`config.mk`:
```
export PLATFORM = sky130hd
export DESIGN_NAME = dbg_comm_regs
export DESIGN_NICKNAME = d
export VERILOG_FILES = /design/src/dbg_pkg.sv /design/src/dbg_comm_regs.sv /design/src/dbg_id_bank.sv
export VERILOG_INCLUDE_DIRS = /design/src
export SDC_FILE = /design/constraint.sdc
export NUM_CORES = 1
export LEC_CHECK = 0
export BUFFER_PORTS_ARGS = -buffer_cell sky130_fd_sc_hd__buf_2
export CAP_MARGIN = 20
export CELL_PAD_IN_SITES_DETAIL_PLACEMENT = 0
export CELL_PAD_IN_SITES_GLOBAL_PLACEMENT = 1
export CORE_ASPECT_RATIO = 1.4
export CORE_UTILIZATION = 35
export DETAILED_ROUTE_END_ITERATION = 10
export PLACE_DENSITY = 0.74
export SLEW_MARGIN = 5
export SYNTH_ARGS = -nofsm -noshare
export SYNTH_HDL_FRONTEND = slang
export SYNTH_SLANG_ARGS = --single-unit
```
`constraint.sdc`:
```
create_clock -name CLK -period 6.05 [get_ports CLK]
set_input_delay 0 -clock CLK [delete_from_list [all_inputs] [get_ports CLK]]
set_output_delay 0 -clock CLK [all_outputs]
set_load 0.1 [all_outputs]
```
`src/dbg_regs.svh`:
```
// register offsets, field positions, reset values and constants
`ifndef DBG_REGS_SVH
`define DBG_REGS_SVH

// register indices; the byte address on the bus is the index times four
`define IDX_DIE_IDENTIFIER_BYTE5        16'h2125
`define IDX_DIE_IDENTIFIER_BYTE6        16'h2126
`define IDX_DIE_IDENTIFIER_BYTE7        16'h2127
`define IDX_DIE_IDENTIFIER_BYTE8        16'h2128
`define IDX_DIE_IDENTIFIER_BYTE9        16'h2129
`define IDX_UNLOCK         16'h2200
`define IDX_OVR_CTRL       16'h2201
`define IDX_OVR_STAT       16'h2300
// address width of the bus
`define AXI_AW             18
// control register field positions
`define CTL_LTX_BIT        6
`define CTL_LRX_BIT        5
`define CTL_HTX_BIT        4
`define CTL_HRX_BIT        3
`define CTL_RATE_BIT       2
`define CTL_UART_BIT       1
`define CTL_DAISY_BIT      0
// reset values
`define RST_ID             8'h00
`define RST_UNLOCK         8'h00
`define RST_CTRL           7'h78
// default device-driven port enables (all ports on)
`define DEV_PORT_EN        4'hf
// response codes
`define RESP_OKAY          2'b00
`define RESP_SLVERR        2'b10

`endif

```
`src/dbg_pkg.sv`:
```
// types shared by the debug register slice
package dbg_pkg;
    // bus slave states, one-hot
    typedef enum logic [1:0] {
        ST_IDLE = 2'b01,
        ST_RESP = 2'b10
    } bus_state_t;
    // byte wide register value
    typedef logic [7:0] byte_t;
endpackage : dbg_pkg

```
`src/dbg_comm_regs.sv`:
```
// debug link override control and die identifier register slice
// Notes on behaviour
// - ID bytes five-nine reset zero, load from memory
// - unlock code register; right code lifts override lock
// - bits six, five enable low-side tx, rx
// - bits four, three enable high-side tx, rx
// - bit two forces fixed 250kb/s chain rate
// - bit one enables user host-UART override
// - status bits show live port enable states
//
// Added by the designer: register access over AXI4-Lite.
`timescale 1ns/1ps
`include "dbg_regs.svh"
module dbg_comm_regs
    import dbg_pkg::*;
#(
    // code that lifts the lock (value arbitrary)
    parameter logic [7:0] UNLOCK_KEY = 8'ha5
)(
    // clock and reset
    input  wire logic                 CLK,
    input  wire logic                 RST,
    // write address channel
    input  wire logic [`AXI_AW-1:0]   AWADDR,
    input  wire logic                 AWVALID,
    output logic                      AWREADY,
    // write data channel
    input  wire logic [31:0]          WDATA,
    input  wire logic [3:0]           WSTRB,
    input  wire logic                 WVALID,
    output logic                      WREADY,
    // write response channel
    output logic [1:0]                BRESP,
    output logic                      BVALID,
    input  wire logic                 BREADY,
    // read address channel
    input  wire logic [`AXI_AW-1:0]   ARADDR,
    input  wire logic                 ARVALID,
    output logic                      ARREADY,
    // read data channel
    output logic [31:0]               RDATA,
    output logic [1:0]                RRESP,
    output logic                      RVALID,
    input  wire logic                 RREADY,
    // factory memory load
    input  wire logic                 NVM_LOAD_OK,
    input  wire logic [39:0]          NVM_ID_DATA,
    // device-driven port enables used while override is off
    input  wire logic [3:0]           DEV_PORT_EN,
    // port enables toward the daisy physical layer
    output logic                      LOW_SIDE_TX_ENABLE,
    output logic                      LOW_SIDE_RX_ENABLE,
    output logic                      HIGH_SIDE_TX_ENABLE,
    output logic                      HIGH_SIDE_RX_ENABLE,
    // chain rate and uart override
    output logic                      FORCED_CHAIN_RATE_SELECT,
    output logic                      USER_UART_OVERRIDE
);
    // bus state per direction
    bus_state_t       wr_st_ff, rd_st_ff;
    // latched write address and data
    logic [`AXI_AW-1:0] aw_ff;
    logic               aw_have_ff;
    logic [31:0]        w_ff;
    logic [3:0]         ws_ff;
    logic               w_have_ff;
    // response registers
    logic [1:0]         bresp_ff, rresp_ff;
    logic [31:0]        rdata_ff;
    // software registers
    byte_t              unlock_ff;
    logic [6:0]         ctrl_ff;
    logic               unlocked_ff;
    // port state outputs
    logic [3:0]         port_ff;
    // identifier bytes
    byte_t              id_byte [5];
    // write fire when both halves held
    logic               wr_go;
    logic               wr_hit_unlock, wr_hit_ctrl;
    // register lookup for the held write address and the offered read address
    logic [8:0]         wr_look, rd_look;

    // map byte address to register index; the low two bits are ignored
    function automatic logic [15:0] to_idx(input logic [`AXI_AW-1:0] a);
        to_idx = a[`AXI_AW-1:2];
    endfunction : to_idx

    // read mux for one register index
    function automatic logic [8:0] rd_val(input logic [15:0] idx);
        case (idx)
            `IDX_DIE_IDENTIFIER_BYTE5:  rd_val = {1'b1, id_byte[0]};
            `IDX_DIE_IDENTIFIER_BYTE6:  rd_val = {1'b1, id_byte[1]};
            `IDX_DIE_IDENTIFIER_BYTE7:  rd_val = {1'b1, id_byte[2]};
            `IDX_DIE_IDENTIFIER_BYTE8:  rd_val = {1'b1, id_byte[3]};
            `IDX_DIE_IDENTIFIER_BYTE9:  rd_val = {1'b1, id_byte[4]};
            `IDX_UNLOCK:   rd_val = {1'b1, unlock_ff};
            `IDX_OVR_CTRL: rd_val = {1'b1, 1'b0, ctrl_ff};
            `IDX_OVR_STAT: rd_val = {1'b1, 3'h0, ctrl_ff[`CTL_DAISY_BIT], port_ff};
            default:       rd_val = 9'h000;
        endcase
    endfunction : rd_val

    // identifier byte store
    dbg_id_bank u_id (
        .clk       (CLK),
        .rst       (RST),
        .load_ok   (NVM_LOAD_OK),
        .load_data (NVM_ID_DATA),
        .id_byte   (id_byte)
    );

    // look up both addresses; always_comb also follows the registers read inside rd_val
    always_comb begin
        wr_look = rd_val(to_idx(aw_ff));
        rd_look = rd_val(to_idx(ARADDR));
    end

    // handshake outputs
    assign AWREADY = (wr_st_ff == ST_IDLE) && !aw_have_ff;
    assign WREADY  = (wr_st_ff == ST_IDLE) && !w_have_ff;
    assign ARREADY = (rd_st_ff == ST_IDLE);
    assign BVALID  = (wr_st_ff == ST_RESP);
    assign RVALID  = (rd_st_ff == ST_RESP);
    assign BRESP   = bresp_ff;
    assign RRESP   = rresp_ff;
    assign RDATA   = rdata_ff;

    // write happens once address and data are both latched
    assign wr_go         = aw_have_ff && w_have_ff && (wr_st_ff == ST_IDLE);
    assign wr_hit_unlock = wr_go && ws_ff[0] && (to_idx(aw_ff) == `IDX_UNLOCK);
    assign wr_hit_ctrl   = wr_go && ws_ff[0] && (to_idx(aw_ff) == `IDX_OVR_CTRL);

    // latch write address and data in either order
    always_ff @(posedge CLK) begin
        if (RST) begin
            aw_ff      <= '0;
            aw_have_ff <= 1'b0;
            w_ff       <= 32'h0000_0000;
            ws_ff      <= 4'h0;
            w_have_ff  <= 1'b0;
        end else if (wr_go) begin
            aw_have_ff <= 1'b0;
            w_have_ff  <= 1'b0;
        end else begin
            if (AWVALID && AWREADY) begin
                aw_ff      <= AWADDR;
                aw_have_ff <= 1'b1;
            end
            if (WVALID && WREADY) begin
                w_ff      <= WDATA;
                ws_ff     <= WSTRB;
                w_have_ff <= 1'b1;
            end
        end
    end

    // write response state and code
    always_ff @(posedge CLK) begin
        if (RST) begin
            wr_st_ff <= ST_IDLE;
            bresp_ff <= `RESP_OKAY;
        end else begin
            case (wr_st_ff)
                ST_IDLE: begin
                    if (wr_go) begin
                        wr_st_ff <= ST_RESP;
                        // mapped registers answer okay, id writes are silently dropped
                        bresp_ff <= wr_look[8] ? `RESP_OKAY : `RESP_SLVERR;
                    end
                end
                ST_RESP: begin
                    if (BREADY) begin
                        wr_st_ff <= ST_IDLE;
                    end
                end
                default: wr_st_ff <= ST_IDLE;
            endcase
        end
    end

    // read channel: data one cycle after address taken
    always_ff @(posedge CLK) begin
        if (RST) begin
            rd_st_ff <= ST_IDLE;
            rdata_ff <= 32'h0000_0000;
            rresp_ff <= `RESP_OKAY;
        end else begin
            case (rd_st_ff)
                ST_IDLE: begin
                    if (ARVALID) begin
                        rd_st_ff <= ST_RESP;
                        rdata_ff <= {24'h00_0000, rd_look[7:0]};
                        rresp_ff <= rd_look[8] ? `RESP_OKAY : `RESP_SLVERR;
                    end
                end
                ST_RESP: begin
                    if (RREADY) begin
                        rd_st_ff <= ST_IDLE;
                    end
                end
                default: rd_st_ff <= ST_IDLE;
            endcase
        end
    end

    // unlock code register and lock state
    always_ff @(posedge CLK) begin
        if (RST) begin
            unlock_ff   <= `RST_UNLOCK;
            unlocked_ff <= 1'b0;
        end else if (wr_hit_unlock) begin
            unlock_ff   <= w_ff[7:0];
            unlocked_ff <= (w_ff[7:0] == UNLOCK_KEY);
        end
    end

    // control register; bit seven is not stored
    always_ff @(posedge CLK) begin
        if (RST) begin
            ctrl_ff <= `RST_CTRL;
        end else if (wr_hit_ctrl) begin
            ctrl_ff <= w_ff[6:0];
        end
    end

    // port enables: user bits only when override set and unlocked
    always_ff @(posedge CLK) begin
        if (RST) begin
            port_ff <= `DEV_PORT_EN;
        end else if (ctrl_ff[`CTL_DAISY_BIT] && unlocked_ff) begin
            port_ff <= ctrl_ff[`CTL_LTX_BIT:`CTL_HRX_BIT];
        end else begin
            port_ff <= DEV_PORT_EN;
        end
    end

    // drive daisy ports from the selected enables
    assign LOW_SIDE_TX_ENABLE  = port_ff[3];
    assign LOW_SIDE_RX_ENABLE  = port_ff[2];
    assign HIGH_SIDE_TX_ENABLE = port_ff[1];
    assign HIGH_SIDE_RX_ENABLE = port_ff[0];
    // rate force and uart override straight from control bits
    assign FORCED_CHAIN_RATE_SELECT = ctrl_ff[`CTL_RATE_BIT];
    assign USER_UART_OVERRIDE       = ctrl_ff[`CTL_UART_BIT];
endmodule : dbg_comm_regs

```
`src/dbg_id_bank.sv`:
```
// die identifier byte store loaded from factory memory on every load_ok pulse
`timescale 1ns/1ps
`include "dbg_regs.svh"
module dbg_id_bank
    import dbg_pkg::*;
(
    // clock and reset
    input  wire logic        clk,
    input  wire logic        rst,
    // factory memory load
    input  wire logic        load_ok,
    input  wire logic [39:0] load_data,
    // stored bytes, five through nine
    output byte_t            id_byte [5]
);
    // captured identifier bytes
    byte_t id_ff [5];

    // capture bytes on a successful load; no bus path can write here
    always_ff @(posedge clk) begin
        for (int i = 0; i < 5; i++) begin
            if (rst) begin
                id_ff[i] <= `RST_ID;
            end else if (load_ok) begin
                id_ff[i] <= load_data[i*8 +: 8];
            end
        end
    end

    // present stored bytes
    always_comb begin
        for (int i = 0; i < 5; i++) begin
            id_byte[i] = id_ff[i];
        end
    end
endmodule : dbg_id_bank

```
# Word level (Yosys, flattened, before mapping)
# Memory sizes are Yosys's and may differ from the RTL's.
# Index checks and enable logic that the tools add are counted.
dict set report word_totals {
  register_bits 65
  mem_bits_rw 40
  input_bits 124
  out_inout_bits 47
  elab_cells 86
  n_memories 1
}
# name depth word_bits read_ports rd_ports_with_merged_regs write_ports line_no
set mem_list {}
lappend mem_list {u_id.id_ff 5 8 5 0 5 dbg_id_bank.sv:17} ;# byte_t id_ff [5];
dict set report classes {
  eq_ne 25
  mux 21
  bitwise_logic 6
  reduce_logical 19
}
# operator n
set ops {}
lappend ops {{16-bit by 14-bit equality test with 1-bit output, second input constant} 16}
lappend ops {{9-bit one-hot mux with 8 select lines} 2}
lappend ops {{8-bit 2-to-1 mux} 5}
lappend ops {{2-bit 2-to-1 mux} 6}
lappend ops {{2-bit AND reduction} 6}
lappend ops {{1-bit logical AND} 10}
lappend ops {{8-bit equality test, second input constant} 1}
lappend ops {{2-bit one-hot mux with 2 select lines} 2}
lappend ops {{1-bit 2-to-1 mux} 5}
lappend ops {{1-bit OR} 5}
lappend ops {{2-bit by 1-bit equality test with 1-bit output, second input constant} 2}
lappend ops {{2-bit equality test, second input constant} 2}
lappend ops {{4-bit 2-to-1 mux} 1}
lappend ops {{2-bit by 1-bit != test with 1-bit output, second input constant} 2}
lappend ops {{2-bit != test, second input constant} 2}
lappend ops {{1-bit zero test} 2}
lappend ops {{2-bit OR reduction} 1}
lappend ops {{1-bit inverter} 1}

# Depth between registers and ports, before layout
dict set report depth {
  ltp_word 4
  ltp_mapped 7
  depth_no_buf 5
}

# Hierarchy
# From an unflattened synthesis, not the netlist that was laid out.
dict set report unflattened {
  hier_cells 478
  area_unflattened_um2 4782.1
}
# module n_inst cells_per_inst area_per_inst_um2 seq_area_each_um2
set by_module_without_submodules {}
lappend by_module_without_submodules {dbg_comm_regs 1 389 3174.3 1221.2}
lappend by_module_without_submodules {dbg_id_bank 1 89 1607.8 1201.2}

# Worst setup path after synthesis
# No wires, ideal clock.
dict set report synth_path {
  path_kind {register -> register}
  startpoint {register wr_st_ff[1]}
  endpoint {register aw_ff[17]}
  setup_ns 0.070
  arrival_ns 2.690
  required_time_ns 5.980
  setup_slack_ns 3.289
  stages_incl_launch_ff 8
  n_path_buf 2
  synth_period_minus_slack_ns 2.761
  path_cell_list {dfxtp_1 nand2b_1 nor2_1 and2_1 clkbuf_1 clkbuf_1 nand2_1 a21oi_1}
}
dict set report synth_via {
  elab_chain_len 4
  word_cells_on_any_way 6
  classes_between {1 x eq/ne; 1 x bitwise; 4 x reduce/logical}
}
# element line_no
set synth_rtl {}
lappend synth_rtl {{from (decl)} dbg_comm_regs.sv:60} ;# bus_state_t wr_st_ff, rd_st_ff;
lappend synth_rtl {{from (signal assigned)} dbg_comm_regs.sv:161} ;# wr_st_ff <= ST_IDLE;
lappend synth_rtl {{from (signal assigned)} dbg_comm_regs.sv:167} ;# wr_st_ff <= ST_RESP;
lappend synth_rtl {{from (signal assigned)} dbg_comm_regs.sv:174} ;# wr_st_ff <= ST_IDLE;
lappend synth_rtl {{2-bit by 1-bit equality test with 1-bit output} dbg_comm_regs.sv:120} ;# assign AWREADY = (wr_st_ff == ST_IDLE) && !aw_have_ff;
lappend synth_rtl {{1-bit logical AND} dbg_comm_regs.sv:120}
lappend synth_rtl {{named net AWREADY} dbg_comm_regs.sv:26} ;# output logic AWREADY,
lappend synth_rtl {{1-bit logical AND} dbg_comm_regs.sv:146} ;# if (AWVALID && AWREADY) begin
lappend synth_rtl {{2-bit AND reduction (no line)} --}
lappend synth_rtl {{to (signal assigned)} dbg_comm_regs.sv:137} ;# aw_ff <= '0;
lappend synth_rtl {{to (signal assigned)} dbg_comm_regs.sv:147} ;# aw_ff <= AWADDR;
lappend synth_rtl {{to (decl)} dbg_comm_regs.sv:62} ;# logic [`AXI_AW-1:0] aw_ff;
# The timed path passes the listed nets, and every way through them passes these cells.
# A chain may end at the register's enable or synchronous reset.

# Worst setup path in the final report
dict set report layout_path {
  startpoint {register aw_ff[3]}
  endpoint {register ctrl_ff[5]}
}
dict set report layout_via {
  elab_chain_len 2
}
# element line_no
set layout_rtl {}
lappend layout_rtl {{16-bit by 14-bit equality test with 1-bit output} --}
lappend layout_rtl {{1-bit logical AND} dbg_comm_regs.sv:132} ;# assign wr_hit_ctrl = wr_go && ws_ff[0] && (to_idx(aw_ff) == `IDX_OVR_CTRL);
lappend layout_rtl {{to (signal assigned)} dbg_comm_regs.sv:221} ;# ctrl_ff <= `RST_CTRL;
lappend layout_rtl {{to (signal assigned)} dbg_comm_regs.sv:223} ;# ctrl_ff <= w_ff[6:0];
lappend layout_rtl {{to (decl)} dbg_comm_regs.sv:72} ;# logic [6:0] ctrl_ff;
# Every way passes these cells.

==> reports/results.ini <==
[clock_tree]
insertion_delay_ps=340
ctsResizeCount=0
h-tree-depth=3
cts_tree=done
clockBufferDepth=2
cts_inserted_buffers=9
clk_pin_slew_ps=70
root_buffer=clkbuf_16
clkSinkCount=101

[worst_setup_path]
required_ps=6280
crit_path_max_fanout=11
critPathArrivalTime_ps=2350
cp-start-kind=flop
critPathKind=flop to flop
critPathCaptureType=flop

[die]
start_util=0.358
die_w_um=99.0
die_h_um=138
rows=49
coreArea_mm2=0.0129
io_pins=171
dieArea_mm2=0.0136

[global_routing]
grt_pass1_vias=3697
grt_antenna_before_repair=0
overflow=0
grt_max_degree=55
grt_pass1_wl_um=17200
grtUsageTotal=0.161

[logic_synthesis]
syn_area_mm2=0.00461
ys_ff_latch=101
syn_area_per_cell_um2=10.1
synthCells=456
synth_edf_count=40
ys.flop_type=dfxtp_1
yosysSeqAreaShare=0.526
yosysWarnings=0
synth.distinct_cells=50
synthArstFlopShare=0

[routing]
wl_um=10800
drc=0
wl_per_cell_um=13.7
drt-initial-drc-count=168
postRouteAntennaNets=0
vias=3747
viasPerCell=4.76
first_pass_iters=4

[timing]
period_minus_slack_ps=2110
finalHoldViolCount=0
maxSlewViolCount=0
fin_ws_ps=3940
relSlewSlack=0.390
holdWs_ps=15.1
tightest_slew_ps=915
clock_skew_ps=8.29
setup_viol=0
fin_setup_tns_ps=0
grt_setup_unrepaired=no
period_share=0.350
timing.fmax_mhz=473

[finish]
fin_util=0.480
layout-drive-gt1-share=0.244
nets=754
diodes=0
areaGrowthSynthToFinish_pct=34.2

[place]
pre_cts_slack_ps=3930
hpwl_um=7420
portBuffers=113
gp_congestion=0.769

[pwr]
vdd_drop_max_v=0.000145
leakagePower_nw=2.62
power_density_mw_per_mm2=258

[hold_path]
min_path_type=primary input to flop

[flow_run]
drv_cap=0

[status]
status=complete, no violations

## critical path, cell delays in order (launching register included)
cell and delay, ps:
dfxtp_1 320, or2_1 240, or4b_4 500, or4_4 630, a211o_1 320
## power breakdown
| part | internal (mW) | leakage, nW | switching [mW] |
|---|---|---|---|
| Clock | 0.284 | 0.142 | 0.260 |
| Sequential | 0.748 | 0.928 | 0.0172 |
| Combinational | 0.0945 | 1.55 | 0.192 |
| Total | 1.13 | 2.62 | 0.469 |
## synthesized netlist by cell type (5+ instances only)
library cell / number / area, um^2
dfxtp_1: 61 / 1220
a21oi_1: 30 / 150
nand3_1: 9 / 45.0
nor2_1: 30 / 113
a22o_1: 8 / 70.1
buf_4: 26 / 195
mux2_2: 10 / 113
nor2b_1: 5 / 31.3
and2_1: 43 / 269
o221ai_1: 5 / 43.8
o22a_1: 5 / 43.8
edfxtp_1: 40 / 1200
clkbuf_1: 17 / 63.8
a22oi_1: 6 / 45.0
a211o_1: 8 / 70.1
inv_1: 17 / 63.8
mux2i_1: 23 / 230
nand2_1: 58 / 218
## cell usage in the layout, fill, tap and decap left out, types with 2 or more instances in the layout
master	count
a211o_1	8
a211oi_1	3
a21oi_1	30
a22o_1	8
a22oi_1	6
a31oi_1	2
and2_1	43
and3_1	2
buf_2	113
buf_4	2
clkbuf_16	9
clkinv_2	2
conb_1	26
dfxtp_1	61
dlygate4sd3_1	69
edfxtp_1	40
inv_1	17
inv_6	2
mux2_2	10
mux2i_1	23
nand2_1	58
nand2b_1	3
nand3_1	9
nand3b_1	3
nor2_1	30
nor2b_1	4
nor3_1	4
nor4_4	2
o21a_1	4
o21ai_0	2
o221ai_1	5
o22a_1	5
o22ai_1	4
or2_2	4
## through the flow
step	area, um^2	cells	power [mW]
after global placement	5200	702	1.03
after global routing	6180	788	1.67
after CTS	6170	787	1.61
after floorplan	4700	481	0.984
after detailed placement	5200	702	1.03
final	6180	788	1.60
## logic make-up (layout without fill, tap and decap cells)
group | after synthesis | count (layout) | share of synthesized area
AO/OA/AOI/OAI | 79 | 79 | 0.117
flip-flops | 101 | 101 | 0.526
buffers and inverters | 64 | 218 | 0.0755
AND/OR/NAND/NOR | 178 | 178 | 0.207
multiplexers | 33 | 33 | 0.0744
other | 1 | 26 | 0.000814
## area by class of cell
| cell class | instances | area (um^2) |
|---|---|---|
| tap | 153 | 191 |
| timing repair buffer | 185 | 1290 |
| inverter | 17 | 63.8 |
| sequential | 101 | 2420 |
| fill | 1212 | 6690 |
| clock buffer | 9 | 225 |
| clock inverter | 7 | 53.8 |
| multi-input combinational | 316 | 1940 |
## state kept, by name (all words and copies together) (netlist names)
name / count
RDATA: 8
aw_have_ff: 1
u_id.id_ff: 40
aw_ff: 16
w_have_ff: 1
unlock_ff: 8
wr_st_ff: 2
port_ff: 4
RRESP: 1
w_ff: 8
rd_st_ff: 2
unlocked_ff: 1
ctrl_ff: 7
BRESP: 1
ws_ff: 1
## final timing paths
kind	to	start	slack, ps	depth (start not counted)
setup / recovery	ctrl_ff[5]	aw_ff[3]	3940	4
hold reg to reg	aw_ff[9]	aw_ff[9]	460	2
setup reg to reg	ctrl_ff[5]	aw_ff[3]	3940	4
hold / removal	wr_st_ff[0]	BREADY	20	4
## timing repair
item | in CTS | in global routing
hold buffers | 69 | 0
buffers inserted | 0 | 0
hold endpoints to repair | 69 | 0
## layer usage
layer,wire (um),part of all wire,global-route usage
met3,492,0.045,0.0396
met5,0,0,0
met2,5630,0.52,0.294
met4,167,0.015,0.0547
met1,4540,0.42,0.184
Power figures use the tool's default switching activity.
